$ cat src/rtl/metering_pkg.sv
// Shared constants and carrier types for the peak and event status registers
package metering_pkg;

  // ==========================================================================
  // Bus geometry
  localparam int ADDR_W = 18;
  localparam int DATA_W = 32;

  // ==========================================================================
  // Register indices; byte address is four times the index
  localparam logic [15:0] VOLTAGE_PEAK_IDX       = 16'hE501;
  localparam logic [15:0] EVENT_STATUS_FIRST_IDX = 16'hE502;
  localparam logic [15:0] MEASUREMENT_MODE_IDX   = 16'hE600;
  localparam logic [15:0] PULSE_MODE_IDX         = 16'hE601;
  localparam logic [15:0] POWER_SIGN_IDX         = 16'hE602;

  // ==========================================================================
  // Voltage peak layout
  localparam int PEAK_VAL_W     = 24;
  localparam int PEAK_PHASE_LSB = 24;

  // ==========================================================================
  // Event status bit positions
  localparam int ST_TOTAL_ACTIVE_HF   = 0;
  localparam int ST_FUND_ACTIVE_HF    = 1;
  localparam int ST_TOTAL_REACTIVE_HF = 2;
  localparam int ST_FUND_REACTIVE_HF  = 3;
  localparam int ST_APPARENT_HF       = 4;
  localparam int ST_LINE_CYCLE_DONE   = 5;
  localparam int ST_ACTIVE_FLIP_LSB   = 6;
  localparam int ST_SUM_ONE_FLIP      = 9;
  localparam int ST_REACTIVE_FLIP_LSB = 10;
  localparam int ST_SUM_TWO_FLIP      = 13;
  localparam int ST_PULSE_LSB         = 14;
  localparam int ST_COMPUTE_DONE      = 17;
  localparam int ST_SUM_THREE_FLIP    = 18;
  localparam int STATUS_W             = 19;

  // ==========================================================================
  // Mode, pulse mode and sign register layout
  localparam int MODE_ACTIVE_SEL   = 0;
  localparam int MODE_REACTIVE_SEL = 1;
  localparam int PULSE_SEL_W       = 3;
  localparam int PULSE_SEL_LSB     = 0;
  localparam int PULSE_DIS_LSB     = 9;
  localparam int PULSE_MODE_W      = 12;
  localparam int SIGN_ACTIVE_LSB   = 0;
  localparam int SIGN_SUM_ONE      = 3;
  localparam int SIGN_REACTIVE_LSB = 4;
  localparam int SIGN_SUM_TWO      = 7;
  localparam int SIGN_SUM_THREE    = 8;
  localparam int SIGN_W            = 9;

  // ==========================================================================
  // Reset values
  localparam logic [1:0]              MODE_RST       = 2'h0;
  localparam logic [PULSE_MODE_W-1:0] PULSE_MODE_RST = 12'h000;

  // ==========================================================================
  // Bus responses
  localparam logic [1:0] RESP_OKAY   = 2'h0;
  localparam logic [1:0] RESP_SLVERR = 2'h2;

  // ==========================================================================
  // Carriers
  typedef struct packed {
    logic [2:0] total_active;
    logic [2:0] fund_active;
    logic [2:0] total_reactive;
    logic [2:0] fund_reactive;
    logic [2:0] apparent;
  } energy_bit30_s;

  typedef struct packed {
    logic [2:0] total_active;
    logic [2:0] fund_active;
    logic [2:0] total_reactive;
    logic [2:0] fund_reactive;
    logic [2:0] sum;
  } power_sign_s;

endpackage

$ cat src/rtl/metering_peak_status_regs.sv
// Voltage peak and first event status registers behind an AXI4-Lite slave

module metering_peak_status_regs (
  // Clock and reset
  input  wire  logic                               aclk,
  input  wire  logic                               aresetn,
  // AXI4-Lite write address
  input  wire  logic [metering_pkg::ADDR_W-1:0]    s_axi_awaddr,
  input  wire  logic [2:0]                         s_axi_awprot,
  input  wire  logic                               s_axi_awvalid,
  output logic                                     s_axi_awready,
  // AXI4-Lite write data
  input  wire  logic [metering_pkg::DATA_W-1:0]    s_axi_wdata,
  input  wire  logic [3:0]                         s_axi_wstrb,
  input  wire  logic                               s_axi_wvalid,
  output logic                                     s_axi_wready,
  // AXI4-Lite write response
  output logic [1:0]                               s_axi_bresp,
  output logic                                     s_axi_bvalid,
  input  wire  logic                               s_axi_bready,
  // AXI4-Lite read address
  input  wire  logic [metering_pkg::ADDR_W-1:0]    s_axi_araddr,
  input  wire  logic [2:0]                         s_axi_arprot,
  input  wire  logic                               s_axi_arvalid,
  output logic                                     s_axi_arready,
  // AXI4-Lite read data
  output logic [metering_pkg::DATA_W-1:0]          s_axi_rdata,
  output logic [1:0]                               s_axi_rresp,
  output logic                                     s_axi_rvalid,
  input  wire  logic                               s_axi_rready,
  // Voltage peak samples
  input  wire  logic                               peak_sample_valid,
  input  wire  logic [metering_pkg::PEAK_VAL_W-1:0] peak_sample_mag,
  input  wire  logic [2:0]                         peak_sample_phase,
  input  wire  logic                               peak_restart,
  // Energy and power datapath
  input  wire  metering_pkg::energy_bit30_s        energy_bit30,
  input  wire  metering_pkg::power_sign_s          power_signs,
  input  wire  logic                               line_cycle_done,
  input  wire  logic                               compute_cycle_done,
  // Pulse generators, active low
  input  wire  logic [2:0]                         pulse_gen_n,
  // Pulse pins and datapath control
  output logic [2:0]                               pulse_out_n,
  output logic [2:0][metering_pkg::PULSE_SEL_W-1:0] pulse_source,
  output logic                                     active_sign_source_select,
  output logic                                     reactive_sign_source_select
);

  // ==========================================================================
  // Declarations
  logic [metering_pkg::PEAK_VAL_W-1:0]   peak_voltage_value_q;
  logic [2:0]                            peak_source_phase_flags_q;
  logic [metering_pkg::STATUS_W-1:0]     status_q;
  logic [metering_pkg::STATUS_W-1:0]     status_d;
  logic [metering_pkg::STATUS_W-1:0]     status_set;
  logic [metering_pkg::STATUS_W-1:0]     status_clr;
  logic [1:0]                            measurement_mode_reg_q;
  logic [metering_pkg::PULSE_MODE_W-1:0] pulse_mode_reg_q;
  logic [metering_pkg::SIGN_W-1:0]       power_sign_reg_q;
  logic [metering_pkg::SIGN_W-1:0]       sign_now;
  metering_pkg::energy_bit30_s           bit30_prev_q;
  metering_pkg::energy_bit30_s           bit30_chg;
  logic [2:0]                            pulse_prev_n_q;
  logic                                  sign_primed_q;

  logic                                  aw_held_q;
  logic                                  w_held_q;
  logic [15:0]                           aw_idx_q;
  logic [metering_pkg::DATA_W-1:0]       wdata_q;
  logic [3:0]                            wstrb_q;
  logic                                  wr_fire;
  logic [31:0]                           wmask;
  logic [15:0]                           ar_idx;
  logic [metering_pkg::DATA_W-1:0]       rd_word;
  logic                                  rd_hit;

  // ==========================================================================
  // Write channel capture; address and data taken in either order
  always_ff @(posedge aclk) begin
    if (!aresetn) begin
      aw_held_q <= 1'b0;
      aw_idx_q  <= 16'h0000;
    end else if (s_axi_awvalid && s_axi_awready) begin
      aw_held_q <= 1'b1;
      aw_idx_q  <= s_axi_awaddr[metering_pkg::ADDR_W-1:2];
    end else if (wr_fire) begin
      aw_held_q <= 1'b0;
    end
  end

  always_ff @(posedge aclk) begin
    if (!aresetn) begin
      w_held_q <= 1'b0;
      wdata_q  <= 32'h0000_0000;
      wstrb_q  <= 4'h0;
    end else if (s_axi_wvalid && s_axi_wready) begin
      w_held_q <= 1'b1;
      wdata_q  <= s_axi_wdata;
      wstrb_q  <= s_axi_wstrb;
    end else if (wr_fire) begin
      w_held_q <= 1'b0;
    end
  end

  // Ready is registered, so it drops the cycle after a beat is taken
  always_ff @(posedge aclk) begin
    if (!aresetn) begin
      s_axi_awready <= 1'b0;
      s_axi_wready  <= 1'b0;
    end else begin
      s_axi_awready <= !aw_held_q && !(s_axi_awvalid && s_axi_awready) && !s_axi_bvalid;
      s_axi_wready  <= !w_held_q && !(s_axi_wvalid && s_axi_wready) && !s_axi_bvalid;
    end
  end

  assign wr_fire = aw_held_q && w_held_q && !s_axi_bvalid;

  always_comb begin
    for (int b = 0; b < 4; b++) begin
      wmask[8*b +: 8] = {8{wstrb_q[b]}};
    end
  end

  always_ff @(posedge aclk) begin
    if (!aresetn) begin
      s_axi_bvalid <= 1'b0;
      s_axi_bresp  <= metering_pkg::RESP_OKAY;
    end else if (wr_fire) begin
      s_axi_bvalid <= 1'b1;
      unique case (aw_idx_q)
        metering_pkg::VOLTAGE_PEAK_IDX, metering_pkg::EVENT_STATUS_FIRST_IDX,
        metering_pkg::MEASUREMENT_MODE_IDX, metering_pkg::PULSE_MODE_IDX,
        metering_pkg::POWER_SIGN_IDX: s_axi_bresp <= metering_pkg::RESP_OKAY;
        default: s_axi_bresp <= metering_pkg::RESP_SLVERR;
      endcase
    end else if (s_axi_bready) begin
      s_axi_bvalid <= 1'b0;
    end
  end

  // ==========================================================================
  // Writable control registers
  always_ff @(posedge aclk) begin
    if (!aresetn) begin
      measurement_mode_reg_q <= metering_pkg::MODE_RST;
    end else if (wr_fire && aw_idx_q == metering_pkg::MEASUREMENT_MODE_IDX) begin
      measurement_mode_reg_q <= (measurement_mode_reg_q & ~wmask[1:0])
                              | (wdata_q[1:0] & wmask[1:0]);
    end
  end

  always_ff @(posedge aclk) begin
    if (!aresetn) begin
      pulse_mode_reg_q <= metering_pkg::PULSE_MODE_RST;
    end else if (wr_fire && aw_idx_q == metering_pkg::PULSE_MODE_IDX) begin
      pulse_mode_reg_q <= (pulse_mode_reg_q & ~wmask[metering_pkg::PULSE_MODE_W-1:0])
                        | (wdata_q[metering_pkg::PULSE_MODE_W-1:0]
                           & wmask[metering_pkg::PULSE_MODE_W-1:0]);
    end
  end

  // ==========================================================================
  // Voltage peak tracking
  // largest magnitude, source phases
  always_ff @(posedge aclk) begin
    if (!aresetn) begin
      peak_voltage_value_q      <= 24'h00_0000;
      peak_source_phase_flags_q <= 3'h0;
    end else if (peak_restart) begin
      peak_voltage_value_q      <= 24'h00_0000;
      peak_source_phase_flags_q <= 3'h0;
    end else if (peak_sample_valid) begin
      if (peak_sample_mag > peak_voltage_value_q) begin
        peak_voltage_value_q      <= peak_sample_mag;
        peak_source_phase_flags_q <= peak_sample_phase;
      end else if (peak_sample_mag == peak_voltage_value_q && peak_sample_mag != 24'h00_0000) begin
        // Nonzero ties mark every phase that reached the peak; a zero sample marks none
        peak_source_phase_flags_q <= peak_source_phase_flags_q | peak_sample_phase;
      end
    end
  end

  // ==========================================================================
  // Power signs; active and reactive selected by the mode register, sums passed straight
  // total or fundamental source
  always_comb begin
    sign_now = '0;
    sign_now[metering_pkg::SIGN_ACTIVE_LSB +: 3] =
      measurement_mode_reg_q[metering_pkg::MODE_ACTIVE_SEL]
        ? power_signs.fund_active : power_signs.total_active;
    sign_now[metering_pkg::SIGN_REACTIVE_LSB +: 3] =
      measurement_mode_reg_q[metering_pkg::MODE_REACTIVE_SEL]
        ? power_signs.fund_reactive : power_signs.total_reactive;
    sign_now[metering_pkg::SIGN_SUM_ONE]   = power_signs.sum[0];
    sign_now[metering_pkg::SIGN_SUM_TWO]   = power_signs.sum[1];
    sign_now[metering_pkg::SIGN_SUM_THREE] = power_signs.sum[2];
  end

  // First cycle after reset only loads the signs, so no false flip is flagged
  always_ff @(posedge aclk) begin
    if (!aresetn) begin
      power_sign_reg_q <= '0;
      sign_primed_q    <= 1'b0;
    end else begin
      power_sign_reg_q <= sign_now;
      sign_primed_q    <= 1'b1;
    end
  end

  // ==========================================================================
  // Event history
  always_ff @(posedge aclk) begin
    if (!aresetn) begin
      bit30_prev_q   <= '0;
      pulse_prev_n_q <= 3'h7;
    end else begin
      bit30_prev_q   <= energy_bit30;
      pulse_prev_n_q <= pulse_gen_n;
    end
  end

  // History holds its reset value on the first cycle, so no change is flagged then
  assign bit30_chg = sign_primed_q
                   ? energy_bit30 ^ bit30_prev_q
                   : '0;

  always_comb begin
    status_set = '0;
    status_set[metering_pkg::ST_TOTAL_ACTIVE_HF]   = |bit30_chg.total_active;
    status_set[metering_pkg::ST_FUND_ACTIVE_HF]    = |bit30_chg.fund_active;
    status_set[metering_pkg::ST_TOTAL_REACTIVE_HF] = |bit30_chg.total_reactive;
    status_set[metering_pkg::ST_FUND_REACTIVE_HF]  = |bit30_chg.fund_reactive;
    status_set[metering_pkg::ST_APPARENT_HF]       = |bit30_chg.apparent;
    status_set[metering_pkg::ST_LINE_CYCLE_DONE]   = line_cycle_done;
    status_set[metering_pkg::ST_ACTIVE_FLIP_LSB +: 3] = {3{sign_primed_q}}
      & (sign_now[metering_pkg::SIGN_ACTIVE_LSB +: 3]
         ^ power_sign_reg_q[metering_pkg::SIGN_ACTIVE_LSB +: 3]);
    status_set[metering_pkg::ST_SUM_ONE_FLIP] = sign_primed_q
      & (sign_now[metering_pkg::SIGN_SUM_ONE] ^ power_sign_reg_q[metering_pkg::SIGN_SUM_ONE]);
    status_set[metering_pkg::ST_REACTIVE_FLIP_LSB +: 3] = {3{sign_primed_q}}
      & (sign_now[metering_pkg::SIGN_REACTIVE_LSB +: 3]
         ^ power_sign_reg_q[metering_pkg::SIGN_REACTIVE_LSB +: 3]);
    status_set[metering_pkg::ST_SUM_TWO_FLIP] = sign_primed_q
      & (sign_now[metering_pkg::SIGN_SUM_TWO] ^ power_sign_reg_q[metering_pkg::SIGN_SUM_TWO]);
    // falling pulse edge, regardless of disable
    status_set[metering_pkg::ST_PULSE_LSB +: 3] = pulse_prev_n_q & ~pulse_gen_n;
    status_set[metering_pkg::ST_COMPUTE_DONE] = compute_cycle_done;
    status_set[metering_pkg::ST_SUM_THREE_FLIP] = sign_primed_q
      & (sign_now[metering_pkg::SIGN_SUM_THREE]
         ^ power_sign_reg_q[metering_pkg::SIGN_SUM_THREE]);
  end

  // ==========================================================================
  // Event status, write one to clear
  always_comb begin
    status_clr = '0;
    if (wr_fire && aw_idx_q == metering_pkg::EVENT_STATUS_FIRST_IDX) begin
      status_clr = wdata_q[metering_pkg::STATUS_W-1:0] & wmask[metering_pkg::STATUS_W-1:0];
    end
  end

  // set wins over a same-cycle clear
  assign status_d = (status_q & ~status_clr) | status_set;

  always_ff @(posedge aclk) begin
    if (!aresetn) begin
      status_q <= '0;
    end else begin
      status_q <= status_d;
    end
  end

  // ==========================================================================
  // Pulse pins and datapath selects
  always_ff @(posedge aclk) begin
    if (!aresetn) begin
      pulse_out_n <= 3'h7;
    end else begin
      // Disabled outputs idle high
      pulse_out_n <= pulse_gen_n | pulse_mode_reg_q[metering_pkg::PULSE_DIS_LSB +: 3];
    end
  end

  always_ff @(posedge aclk) begin
    if (!aresetn) begin
      pulse_source <= '0;
    end else begin
      for (int i = 0; i < 3; i++) begin
        pulse_source[i] <= pulse_mode_reg_q[metering_pkg::PULSE_SEL_LSB
                                            + i*metering_pkg::PULSE_SEL_W +: 3];
      end
    end
  end

  always_ff @(posedge aclk) begin
    if (!aresetn) begin
      active_sign_source_select   <= 1'b0;
      reactive_sign_source_select <= 1'b0;
    end else begin
      active_sign_source_select   <= measurement_mode_reg_q[metering_pkg::MODE_ACTIVE_SEL];
      reactive_sign_source_select <= measurement_mode_reg_q[metering_pkg::MODE_REACTIVE_SEL];
    end
  end

  // ==========================================================================
  // Read channel
  assign ar_idx = s_axi_araddr[metering_pkg::ADDR_W-1:2];

  always_comb begin
    rd_word = 32'h0000_0000;
    rd_hit  = 1'b1;
    unique case (ar_idx)
      metering_pkg::VOLTAGE_PEAK_IDX: begin
        rd_word[metering_pkg::PEAK_VAL_W-1:0]         = peak_voltage_value_q;
        rd_word[metering_pkg::PEAK_PHASE_LSB +: 3]    = peak_source_phase_flags_q;
      end
      metering_pkg::EVENT_STATUS_FIRST_IDX: begin
        rd_word[metering_pkg::STATUS_W-1:0] = status_q;
      end
      metering_pkg::MEASUREMENT_MODE_IDX: begin
        rd_word[1:0] = measurement_mode_reg_q;
      end
      metering_pkg::PULSE_MODE_IDX: begin
        rd_word[metering_pkg::PULSE_MODE_W-1:0] = pulse_mode_reg_q;
      end
      metering_pkg::POWER_SIGN_IDX: begin
        rd_word[metering_pkg::SIGN_W-1:0] = power_sign_reg_q;
      end
      default: begin
        rd_hit = 1'b0;
      end
    endcase
  end

  always_ff @(posedge aclk) begin
    if (!aresetn) begin
      s_axi_arready <= 1'b0;
    end else begin
      s_axi_arready <= !s_axi_rvalid && !(s_axi_arvalid && s_axi_arready);
    end
  end

  always_ff @(posedge aclk) begin
    if (!aresetn) begin
      s_axi_rvalid <= 1'b0;
      s_axi_rdata  <= 32'h0000_0000;
      s_axi_rresp  <= metering_pkg::RESP_OKAY;
    end else if (s_axi_arvalid && s_axi_arready) begin
      s_axi_rvalid <= 1'b1;
      s_axi_rdata  <= rd_word;
      s_axi_rresp  <= rd_hit ? metering_pkg::RESP_OKAY : metering_pkg::RESP_SLVERR;
    end else if (s_axi_rready) begin
      s_axi_rvalid <= 1'b0;
    end
  end

endmodule

$ cat config.mk
export PLATFORM = sky130hd
export DESIGN_NAME = metering_peak_status_regs
export DESIGN_NICKNAME = d
export VERILOG_FILES = /design/src/rtl/metering_pkg.sv /design/src/rtl/metering_peak_status_regs.sv
export SDC_FILE = /design/constraint.sdc
export NUM_CORES = 1
export LEC_CHECK = 0
export BUFFER_PORTS_ARGS = -buffer_cell sky130_fd_sc_hd__buf_2
export CORE_MARGIN = 5
export CORE_UTILIZATION = 45
export DETAILED_ROUTE_END_ITERATION = 7
export HOLD_SLACK_MARGIN = 0.02
export PLACE_DENSITY = 0.75
export SKIP_CTS_REPAIR_TIMING = 1
export SLEW_MARGIN = 20
export SYNTH_ARGS = -nofsm -noshare
export SYNTH_HDL_FRONTEND = slang
export SYNTH_SLANG_ARGS = --single-unit
$ cat constraint.sdc
create_clock -name aclk -period 2.8 [get_ports aclk]
set_clock_uncertainty 0.1 [all_clocks]
set_input_delay 0.7 -clock aclk [delete_from_list [all_inputs] [get_ports aclk]]
set_output_delay 0.7 -clock aclk [all_outputs]
set_load 0.02 [all_outputs]
==> run_results.csv <==
group,metric,value,unit
status,run_status,"finished clean",
placement,dp_hpwl,14900,um
clock_tree,cts.sinks,176,
synthesis,synth_commonest_cells,"nand2_1 (180), dfxtp_1 (176), a21boi_0 (61)",
placement,gp_congestion,0.873,
clock_tree,clkTransAtPathRegs,0.07,ns
final_layout,n_antenna_cell,0,
placement,dp.cells,1220,
power_and_ir_drop,power_frac_comb,0.100,
sta,rsz0062_at_grt,"no",
power_and_ir_drop,p_seq_frac,0.458,
routing,met1_length,9000,um
sta,finalHoldViolCount,0,
synthesis,synth_most_common_cell,"nand2_1",
synthesis,synth-seq-cells,176,
routing,wirelength,19800,um
global_route,grt_use_total,0.204,
final_layout,syn_to_final_growth,24.7,%
synthesis,synth-edff-count,0,
sta,min_period,2.47,ns
synthesis,yosys_most_used_dff,"dfxtp_1",
critical_path,startpoint_type,"register",
floorplanning,die_area,19900,um^2
synthesis,synth_cell_types,56,
power_and_ir_drop,pwr-share-clk,0.443,
hold_path,hp-class,"register to register",
routing,wl_met3,1160,um
routing,vias,6377,
floorplanning,fp.dieW,141,um
power_and_ir_drop,leakagePower,4.03,nW
critical_path,r2r_end,"peak_voltage_value_q[17]",
critical_path,r2r.worst_path.cells,9,
routing,avgViaCountPerCell,5.09,
global_route,grt-ovfl-total,0,
power_and_ir_drop,switchingPower,1.41,mW
floorplanning,start_util,0.452,
clock_tree,h-tree-depth,4,
global_route,antenna_found_initial,1,
routing,antenna_left,0,
routing,met2_length,9330,um
clock_tree,numCtsBuffers,17,
synthesis,syn_area,7740,um^2
sta,setup_tns,0,ns
hold_path,hp-start,"s_axi_rdata[22]",
floorplanning,coreArea,17100,um^2
critical_path,path_cells,"inv_1 > ha_1 > nand4_2 > nor4_4 > buf_4 > o31ai_2 > a221oi_4 > buf_12 > mux2i_1",
final_layout,fin_cells,1252,
hold_path,hold_end,"s_axi_rdata[22]",
synthesis,avgSynthCellArea,9.31,um^2
final_layout,final.fill_count,1588,
critical_path,slowest_delay,0.39,ns
synthesis,yosysTopAreaCell,"dfxtp_1",
clock_tree,clk_latency,0.43,ns
placement,port_buffers,172,
hold_path,hold_depth,2,
sta,max_freq,0.405,GHz
routing,top_layer_used,"met5",
critical_path,critPathMaxFanout,15,
global_route,grt_first_pass_wirelength,32400,um
sta,worst_slew_pin_slew,0.582,ns
synthesis,async_flop_share,0,
clock_tree,cts_buffer_depth,2,
routing,first_pass_iters,6,
sta,fin_crit_sh,0.882,
critical_path,r2r_setup_slack,0.33,ns
final_layout,utilization,0.564,
critical_path,crit_family,"compound AO/OA/AOI/OAI gates",
critical_path,path_class,"register to register",
critical_path,rr_startpoint,"peak_voltage_value_q[23]",
sta,slew_violations,0,
critical_path,cp_slowest_cell,"a221oi_4",
synthesis,synth_top_area_frac,0.455,
power_and_ir_drop,swShare,0.240,
sta,setup_violations,0,
critical_path,cp.buffers_inverters,3,
clock_tree,root_buffer,"clkbuf_16",
clock_tree,cts_tree,"yes",
power_and_ir_drop,peakVddDrop,412,uV
routing,drtIter0Drc,345,
floorplanning,dieHeight,141,um
floorplanning,ios,204,
floorplanning,num_rows,48,
critical_path,end_kind,"register",
synthesis,yosysWarnings,0,
synthesis,synth.area.top_cells,"dfxtp_1 (46%), nand2_1 (8.7%), a21boi_0 (5.9%)",
final_layout,drive_above_1_share,0.268,
power_and_ir_drop,power.density,607,nW/um^2
critical_path,required,3.05,ns
global_route,grt_pass1_vias,6354,
critical_path,crit_arrival,2.71,ns
sta,relSlewSlack,0.612,
power_and_ir_drop,power,5.86,mW
routing,drc,0,
global_route,grt_max_degree,52,
job,maxCapViolations,0,
power_and_ir_drop,p_int,4.45,mW
routing,wire_per_inst,15.8,um
synthesis,synth_seq_area_share,0.455,
final_layout,nNetsFinal,1187,
synthesis,syn_inst,832,
## registers in the layout, indices dropped and copies added, names as in the netlist, 3 cells and up, named ones only
register                   cells
pulse_source                   9
peak_source_phase_flags_q      3
bit30_prev_q                  15
s_axi_rdata                   27
pulse_out_n                    3
wstrb_q                        3
power_sign_reg_q               9
status_q                      19
aw_idx_q                      16
wdata_q                       19
pulse_prev_n_q                 3
peak_voltage_value_q          24
## worst register-to-register path: cells and delay by family (launching register included)
kind | cells | cell delay [ns]
simple gates | 2 | 0.45
flops | 1 | 0.37
compound gates | 2 | 0.49
buf+inv | 3 | 0.45
fa+ha+maj | 1 | 0.31
mux | 1 | 0.21
## area by class of cell
cell class / count / area (um^2) / area share
inverter: 28 / 105 / 0.0109
sequential: 176 / 3520 / 0.365
clock inverter: 13 / 195 / 0.0202
tap: 225 / 282 / 0.0292
multi-input combinational: 579 / 3870 / 0.401
timing repair buffer: 212 / 1230 / 0.127
clock buffer: 19 / 453 / 0.0469
## worst max path at each step
stage / start / cells past startpoint / slack [ns] / to
2_1_floorplan: peak_sample_mag[23] / 8 / 0.22 / peak_voltage_value_q[10]
3_3_place_gp: peak_sample_mag[19] / 9 / 0.002 / peak_voltage_value_q[17]
3_5_place_dp: peak_sample_mag[19] / 9 / -0.07 / peak_voltage_value_q[7]
4_1_cts: peak_voltage_value_q[18] / 9 / 0.32 / peak_voltage_value_q[16]
5_1_grt: peak_voltage_value_q[18] / 9 / 0.17 / peak_source_phase_flags_q[2]
6_report: peak_voltage_value_q[23] / 9 / 0.33 / peak_voltage_value_q[17]
## metrics by stage
step,hold slack [ns],setup slack [ns],area (um^2)
floorplan,0.330,0.224,7770
global placement,0.332,0.00207,9010
detailed placement,0.339,-0.0720,9010
CTS,0.351,0.324,9660
global route,0.371,0.174,9660
finish,0.347,0.331,9660
## per-layer routing
layer  global-route usage  vias to the layer above
li1                     -                     3202
met1                0.271                     2983
met3               0.0478                       21
met4               0.0541                        2
met5                    0                        -
met2                0.335                      169
## power by group through the flow
stage | Combinational (mW) | Clock [mW] | Sequential (mW)
final | 0.583 | 2.59 | 2.68
after floorplan | 0.342 | 0 | 2.73
after CTS | 0.591 | 2.64 | 2.68
after global placement | 0.575 | 0 | 2.73
after global routing | 0.657 | 2.75 | 2.69
after detailed placement | 0.588 | 0 | 2.74
## cells by family after synthesis
logic type	synth area share
and+or+nand+nor	0.215
xor gates and xnor gates	0.0271
adders and majority gates	0.0388
AOI/OAI and AO/OA	0.156
DFF	0.455
buffers and inverters	0.0509
muxes	0.0569
other	0.000484
## placed cells by master (no fill, tap or decap), types with 17 or more instances in the layout
cell type  count
nand3_1       19
xor2_1        18
clkbuf_16     17
buf_4         36
nor2b_1       25
nand2_1      180
inv_1         28
a21boi_0      61
buf_2        171
ha_1          24
mux2i_1       44
and2_1        35
dfxtp_1      176
(Power assumes the default switching activity.)
